`src/inc/event_card_pkg.sv`:
```
package event_card_pkg;
   localparam int unsigned width_c = 16;
   localparam logic [11:0] off_ctrl = 12'h000;
   localparam logic [11:0] off_data = 12'h004;
   localparam logic [11:0] off_status = 12'h008;
   localparam logic [11:0] off_int_status = 12'h00C;
   localparam logic [11:0] off_int_clear = 12'h010;
   localparam logic [11:0] off_int_enable = 12'h014;
   localparam logic [11:0] off_point_mask = 12'h018;
   localparam logic [11:0] off_base = 12'h01C;
   // card address field lives in paddr[19:12]
   localparam int unsigned card_lo = 12;
   localparam int unsigned card_hi = 19;
   localparam logic [7:0] card_addr_def = 8'h01;
   localparam logic [31:0] data_zero = 32'h0000_0000;
   localparam logic [15:0] word_ones = 16'hFFFF;
   localparam logic [15:0] mask_rst = 16'hFFFF;
   // ctrl bit positions
   localparam int unsigned ctrl_mode_lo = 0;
   localparam int unsigned ctrl_force = 2;
   // int status bit positions
   localparam int unsigned ev_edge = 0;
   localparam int unsigned ev_sync = 1;
   localparam int unsigned ev_overrun = 2;
   localparam int unsigned ev_w = 3;

   typedef enum logic [1:0] {
      mode_plain = 2'b00,
      mode_edge = 2'b01,
      mode_sync = 2'b10,
      mode_diag = 2'b11
   } mode_t;

   typedef enum logic [2:0] {
      st_idle = 3'b001,
      st_armed = 3'b010,
      st_pending = 3'b100
   } state_t;

   typedef struct packed {
      logic [15:0] word;
      logic strobe;
   } user_in_t;
endpackage

```
`src/hw/input_sync.sv`:
```
`timescale 1ns/1ps
module input_sync
   import event_card_pkg::*;
#(
   parameter int unsigned w = 17
) (
   input wire logic pclk,
   input wire logic presetn,
   input wire logic [w-1:0] async_in,
   output logic [w-1:0] level_out,
   output logic [w-1:0] rise_out
);
   logic [w-1:0] s1_reg;
   logic [w-1:0] s2_reg;
   logic [w-1:0] s3_reg;
   logic [w-1:0] level_reg;
   logic [w-1:0] level_next;

   always_ff @(posedge pclk or negedge presetn) begin
      if (!presetn) begin
         s1_reg <= '0;
         s2_reg <= '0;
         s3_reg <= '0;
      end else begin
         s1_reg <= async_in;
         s2_reg <= s1_reg;
         s3_reg <= s2_reg;
      end
   end

   // a change counts once stages two and three agree
   assign level_next = (s2_reg & s3_reg) | (level_reg & (s2_reg | s3_reg));

   always_ff @(posedge pclk or negedge presetn) begin
      if (!presetn) begin
         level_reg <= '0;
      end else begin
         level_reg <= level_next;
      end
   end

   // the agreed level of this edge, so a rise and its data word are seen together
   assign level_out = level_next;
   assign rise_out = level_next & ~level_reg;
endmodule // input_sync

```
`src/hw/event_card.sv`:
```
// The register offsets and the APB interface to the registers were left to the implementer.
`timescale 1ns/1ps
module event_card
   import event_card_pkg::*;
#(
   parameter logic [7:0] card_addr = card_addr_def
) (
   input wire logic pclk,
   input wire logic presetn,
   input wire logic psel,
   input wire logic penable,
   input wire logic pwrite,
   input wire logic [31:0] paddr,
   input wire logic [31:0] pwdata,
   output logic [31:0] prdata,
   output logic pready,
   output logic pslverr,
   input wire user_in_t user_in,
   output logic sync_ready,
   output logic irq
);
   logic [16:0] sync_level;
   logic [16:0] sync_rise;
   logic [15:0] live_word;
   logic strobe_rise;
   mode_t mode_reg;
   logic force_reg;
   logic [15:0] mask_reg;
   logic [15:0] hold_reg;
   logic [ev_w-1:0] int_status_reg;
   logic [ev_w-1:0] int_enable_reg;
   state_t state_reg;
   logic [31:0] prdata_reg;
   logic pready_reg;
   logic pslverr_reg;
   logic sync_ready_reg;
   logic irq_reg;
   logic ours;
   logic acc;
   logic wr;
   logic rd;
   logic [11:0] off;
   logic mapped;
   logic data_read;
   logic [15:0] diag_word;
   logic [15:0] edge_hit;
   logic edge_ev;
   logic sync_ev;
   logic overrun_ev;
   logic [ev_w-1:0] set_bits;
   logic [ev_w-1:0] clr_bits;

   input_sync #(.w(17)) u_sync (
      .pclk(pclk),
      .presetn(presetn),
      .async_in({user_in.strobe, user_in.word}),
      .level_out(sync_level),
      .rise_out(sync_rise)
   );

   assign live_word = sync_level[15:0];
   assign strobe_rise = sync_rise[16];

   function automatic logic is_off(input logic [11:0] a, input logic [11:0] b);
      return a == b;
   endfunction

   // one word per access, only at our card address
   assign ours = paddr[card_hi:card_lo] == card_addr;
   assign acc = psel && penable && ours && !pready_reg;
   assign wr = acc && pwrite;
   assign rd = acc && !pwrite;
   assign off = paddr[11:0];
   assign mapped = off < off_base && off[1:0] == 2'b00;
   assign data_read = rd && is_off(off, off_data);
   assign diag_word = force_reg ? word_ones : 16'h0000;

   assign edge_hit = sync_rise[15:0] & mask_reg;
   assign edge_ev = mode_reg == mode_edge && |edge_hit;
   assign sync_ev = mode_reg == mode_sync && strobe_rise;
   assign overrun_ev = sync_ev && !sync_ready_reg;
   assign set_bits = {overrun_ev, sync_ev, edge_ev};
   assign clr_bits = (wr && is_off(off, off_int_clear)) ? pwdata[ev_w-1:0] : '0;

   // mode changes only by software; one mode at a time
   always_ff @(posedge pclk or negedge presetn) begin
      if (!presetn) begin
         mode_reg <= mode_plain;
         force_reg <= 1'b0;
      end else if (wr && is_off(off, off_ctrl)) begin
         mode_reg <= mode_t'(pwdata[ctrl_mode_lo +: 2]);
         force_reg <= pwdata[ctrl_force];
      end
   end

   always_ff @(posedge pclk or negedge presetn) begin
      if (!presetn) begin
         mask_reg <= mask_rst;
         int_enable_reg <= '0;
      end else begin
         if (wr && is_off(off, off_point_mask)) begin
            mask_reg <= pwdata[15:0];
         end
         if (wr && is_off(off, off_int_enable)) begin
            int_enable_reg <= pwdata[ev_w-1:0];
         end
      end
   end

   // captured word: edges latch live data, strobes latch the user word
   always_ff @(posedge pclk or negedge presetn) begin
      if (!presetn) begin
         hold_reg <= '0;
      end else if (edge_ev) begin
         hold_reg <= live_word;
      end else if (sync_ev && sync_ready_reg) begin
         hold_reg <= live_word;
      end
   end

   // sticky events; a set in the same cycle beats the clear
   always_ff @(posedge pclk or negedge presetn) begin
      if (!presetn) begin
         int_status_reg <= '0;
      end else begin
         int_status_reg <= (int_status_reg & ~clr_bits) | set_bits;
      end
   end

   // pending state: released by reading the data word or by clearing the edge or sync event bit
   always_ff @(posedge pclk or negedge presetn) begin
      if (!presetn) begin
         state_reg <= st_idle;
      end else begin
         unique case (state_reg)
            st_idle: begin
               if (mode_reg == mode_edge || mode_reg == mode_sync) begin
                  state_reg <= st_armed;
               end
            end
            st_armed: begin
               if (edge_ev || (sync_ev && sync_ready_reg)) begin
                  state_reg <= st_pending;
               end else if (mode_reg == mode_plain || mode_reg == mode_diag) begin
                  state_reg <= st_idle;
               end
            end
            st_pending: begin
               if (data_read || |clr_bits[ev_sync:ev_edge]) begin
                  state_reg <= st_armed;
               end else if (mode_reg == mode_plain || mode_reg == mode_diag) begin
                  state_reg <= st_idle;
               end
            end
            default: state_reg <= st_idle;
         endcase
      end
   end

   // ready for a new user word only while armed in strobed mode
   always_ff @(posedge pclk or negedge presetn) begin
      if (!presetn) begin
         sync_ready_reg <= 1'b0;
      end else begin
         sync_ready_reg <= mode_reg == mode_sync && state_reg == st_armed
            && !sync_ev;
      end
   end

   // plain mode never interrupts
   always_ff @(posedge pclk or negedge presetn) begin
      if (!presetn) begin
         irq_reg <= 1'b0;
      end else begin
         irq_reg <= mode_reg != mode_plain && mode_reg != mode_diag
            && |(int_status_reg & int_enable_reg);
      end
   end

   // apb slave: one wait state per access phase, pready one cycle
   always_ff @(posedge pclk or negedge presetn) begin
      if (!presetn) begin
         pready_reg <= 1'b0;
         pslverr_reg <= 1'b0;
         prdata_reg <= data_zero;
      end else begin
         pready_reg <= acc;
         pslverr_reg <= acc && !mapped;
         prdata_reg <= data_zero;
         if (rd) begin
            unique case (1'b1)
               is_off(off, off_ctrl):
                  prdata_reg <= {29'h0, force_reg, mode_reg};
               is_off(off, off_data): begin
                  if (mode_reg == mode_diag) begin
                     prdata_reg <= {16'h0, diag_word};
                  end else if (mode_reg == mode_plain) begin
                     prdata_reg <= {16'h0, live_word};
                  end else begin
                     prdata_reg <= {16'h0, hold_reg};
                  end
               end
               is_off(off, off_status):
                  prdata_reg <= {24'h0, sync_ready_reg, state_reg, force_reg,
                     mode_reg, irq_reg};
               is_off(off, off_int_status):
                  prdata_reg <= {29'h0, int_status_reg};
               is_off(off, off_int_enable):
                  prdata_reg <= {29'h0, int_enable_reg};
               is_off(off, off_point_mask):
                  prdata_reg <= {16'h0, mask_reg};
               default: prdata_reg <= data_zero;
            endcase
         end
      end
   end

   assign prdata = prdata_reg;
   assign pready = pready_reg;
   assign pslverr = pslverr_reg;
   assign sync_ready = sync_ready_reg;
   assign irq = irq_reg;

   plain_no_irq_a: assert property (@(posedge pclk) disable iff (!presetn)
      mode_reg == mode_plain |=> !irq_reg) else $error("irq in plain mode");
   edge_sets_a: assert property (@(posedge pclk) disable iff (!presetn)
      edge_ev |=> int_status_reg[ev_edge]) else $error("edge lost");
   edge_latch_a: assert property (@(posedge pclk) disable iff (!presetn)
      edge_ev |=> hold_reg == $past(live_word)) else $error("latch wrong");
   sync_sets_a: assert property (@(posedge pclk) disable iff (!presetn)
      sync_ev |=> int_status_reg[ev_sync] && !sync_ready_reg) else $error("sync lost");
   ready_mode_a: assert property (@(posedge pclk) disable iff (!presetn)
      sync_ready_reg |-> $past(mode_reg) == mode_sync) else $error("ready wrong");
   diag_read_a: assert property (@(posedge pclk) disable iff (!presetn)
      data_read && mode_reg == mode_diag |=> prdata_reg[15:0] == $past(diag_word))
      else $error("diag data wrong");
   foreign_addr_a: assert property (@(posedge pclk) disable iff (!presetn)
      psel && penable && !ours |=> !pready_reg) else $error("foreign answered");
   one_word_a: assert property (@(posedge pclk) disable iff (!presetn)
      pready_reg |=> !pready_reg) else $error("pready held");
   pend_hold_a: assert property (@(posedge pclk) disable iff (!presetn)
      state_reg == st_pending && !data_read && clr_bits == '0
      && mode_reg inside {mode_edge, mode_sync} |=> state_reg == st_pending)
      else $error("pending dropped");
   mode_sw_a: assert property (@(posedge pclk) disable iff (!presetn)
      $changed(mode_reg) |-> $past(wr) && $past(off) == off_ctrl)
      else $error("mode changed alone");
endmodule // event_card

```
`config.mk`:
```
export PLATFORM = sky130hd
export DESIGN_NAME = event_card
export DESIGN_NICKNAME = d
export VERILOG_FILES = /design/src/inc/event_card_pkg.sv /design/src/hw/input_sync.sv /design/src/hw/event_card.sv
export SDC_FILE = /design/constraint.sdc
export NUM_CORES = 1
export LEC_CHECK = 0
export ABC_AREA = 1
export ABC_CLOCK_PERIOD_IN_PS = 2720
export BUFFER_PORTS_ARGS = -buffer_cell sky130_fd_sc_hd__clkbuf_2
export CAP_MARGIN = 20
export CORE_ASPECT_RATIO = 0.9
export CORE_MARGIN = 2
export CORE_UTILIZATION = 32
export CTS_CLUSTER_SIZE = 14
export DETAILED_ROUTE_END_ITERATION = 6
export PLACE_DENSITY = 0.57
export SYNTH_ARGS = -nofsm -noshare
export SYNTH_HDL_FRONTEND = slang
export SYNTH_SLANG_ARGS = --single-unit
```
`constraint.sdc`:
```
create_clock -name pclk -period 2.72 [get_ports pclk]
set_input_delay 0.816 -clock pclk [delete_from_list [all_inputs] [get_ports pclk]]
set_output_delay 0.816 -clock pclk [all_outputs]
set_load 0.005 [all_outputs]
```
==> reports/metrics.cfg <==
[critical_path]
crit_fanout=17
slowest_delay_ns=0.44
r2r_slack_ns=0.54
crit_slowest_cell=dfrtp_1
path_buf_inv=4
crit_top_cell=inv_1
required_ns=3.08
end_kind=register
critPathLaunchType=register
cp_cell_sequence=inv_1, ha_1, inv_1, buf_4, nor2_1, o21ai_0, nand2_1, o211ai_1, nand3_1, inv_1
crit_family=buffers and inverters
crit_type=register to register
crit_arrival_ns=2.54

[pwr]
pwr-share-seq_pct=45.7
p_clk_share_pct=48.5
pwr-share-comb_pct=5.8
power.density_nw_per_um2=672
p_total_mw=4.56
leakage_nw=3.27
p_switching_mw=1.05
ir_drop_mv=0.483
p_sw_share_pct=23.0
power.internal_mw=3.51

[floorplanning]
rows=45
die_y_um=129
initial_core_util_pct=32.9
die_w_um=143
dieArea_um2=18500
core-area_um2=16900
ios=122

[drt]
postRouteWirelength_mm=11.9
ant_nets=0
drcViolationCount=0
via_count=4083
first_iter_violations=264
firstDrtPassIters=5
avgViaCountPerCell=4.37
drt-wirelength-per-cell_um=12.7

[synthesis]
synth_ff_type=dfrtp_1
synth_area_um2=5580
yosysMostFrequentCell=nand2_1
synth.avg_cell_area_um2=9.35
yosysSeqAreaShare_pct=59.6
yosysTopAreaCell=dfrtp_1
yosys_warnings=0
synth_common_cells=nand2_1, dfrtp_1, nor2_1
synth.top_cell.area_share_pct=51.6
postSynthCellCount=596
async_flop_share_pct=100
ys_ff_latch=132
synth_cell_type_count=35
synth-edff-count=0
ys_top_cells_by_area=dfrtp_1, nand2_1, dfstp_2, nor2_1, inv_1

[flow_run]
drv_cap=0

[worst_hold_path]
hold_path_class=register to register

[cts]
cts_made_buffers=17
clock-root-buffer=clkbuf_16
cts_sinks=132
htreeDepth=4
post_cts_resized=0
cts_hold_buf=0
clock_latency_ns=0.42
cts_buffer_depth=2
cts_tree=done
post_cts_buffers=0
clk_pin_slew_ns=0.06

[timing]
min_period_ns=2.18
fmax_ghz=0.458
setup_tns_ns=0
fin_crit_sh_pct=80.3
finalSetupViolCount=0
hold_violations=0
slew_headroom_pct=63.5
tightestPinTransition_ns=0.547
slew_violations=0
fin_skew_ns=0.00869
rsz0062_at_grt=no
timing.hold.ws_ns=0.341
final.setup.worst_slack_ns=0.535

[cells_and_area]
drive_gt1_share_pct=23.6
stdcell_area_um2=6780
syn_to_final_growth_pct=21.7
antenna_cells=0
fin_nets=778

[placement]
place.gp.congestion=0.839
placed_area_um2=6210
io_buffers=77
hpwl_mm=8.41
place_ws_ns=0.392

[global_routing]
grt_pass1_vias=3970
grt_util_met2_pct=20.6
grt_pass1_wl_mm=19.7
antenna_found_initial=0
grt_overflow=0
use_met1_pct=19.5
grt_max_degree=60
top_usage_layer=met2
grt_util_met3_pct=4.77
grt_use_total_pct=14.1

[status]
outcome=finished clean

==> layer usage <==
layer  vias to the layer above  routed length [um]
li1                       2051                   -
met1                      1903                5900
met2                       119                5150
met3                        10                 742
met4                         0                 122
met5                         -                   0
==> stage by stage <==
| stage | instances | utilization [%] |
|---|---|---|
| 3_3_place_gp | 904 | 36.6 |
| 5_1_grt | 935 | 40.0 |
| 2_1_floorplan | 611 | - |
| 4_1_cts | 935 | 40.0 |
| 6_report | 935 | 40.0 |
| 3_5_place_dp | 904 | 36.6 |
==> worst paths after layout <==
check,cells past startpoint,startpoint,to
worst max-delay path,10,mode_reg[0],prdata[5]
worst min-delay path,0,u_sync.s1_reg[7],u_sync.s2_reg[7]
worst max register to register,10,mode_reg[0],prdata[5]
worst min register to register,0,u_sync.s1_reg[7],u_sync.s2_reg[7]
max in group asynchronous,2,presetn,mask_reg[3]
min in group asynchronous,1,presetn,u_sync.s1_reg[12]
==> logic make-up after synthesis <==
family / after synthesis / share of synthesized area, %
AND/OR/NAND/NOR: 257 / 19.7
flip-flops: 132 / 59.6
AO/OA/AOI/OAI: 96 / 9.18
buffers and inverters: 93 / 7.67
multiplexers: 13 / 2.90
adder cells (fa/ha/maj): 4 / 0.898
other: 1 / 0.0673
==> final cells by class <==
class,instances,area [um^2]
Inverter,67,256
Sequential cell,132,3320
Multi-Input combinational cell,386,1880
Timing Repair Buffer,84,457
Clock inverter,12,130
Tap cell,235,294
Fill cell,1667,10200
Clock buffer,19,443
==> power by group through the flow <==
stage | sequential [mW] | clock [mW] | combinational (mW)
after global routing | 2.09 | 2.35 | 0.307
after detailed placement | 2.12 | 0 | 0.267
after floorplan | 2.11 | 0 | 0.161
after global placement | 2.12 | 0 | 0.265
after CTS | 2.08 | 2.27 | 0.269
final | 2.08 | 2.21 | 0.263
==> layout by cell type, fill, tap and decap left out, drive strengths merged <==
cell type,n
mux2,13
bufinv,2
o31ai,1
o211ai,3
a21oi,39
a22oi,5
o21ai,45
clkbuf,95
a211oi,2
nand3b,2
clkinvlp,2
nor2,85
nand3,16
a41oi,1
conb,16
inv,67
dfrtp,115
ha,4
buf,8
nor3,8
dfstp,17
nand2,139
nand4,5
clkinv,8
or2,2
(Power assumes the default switching activity.)
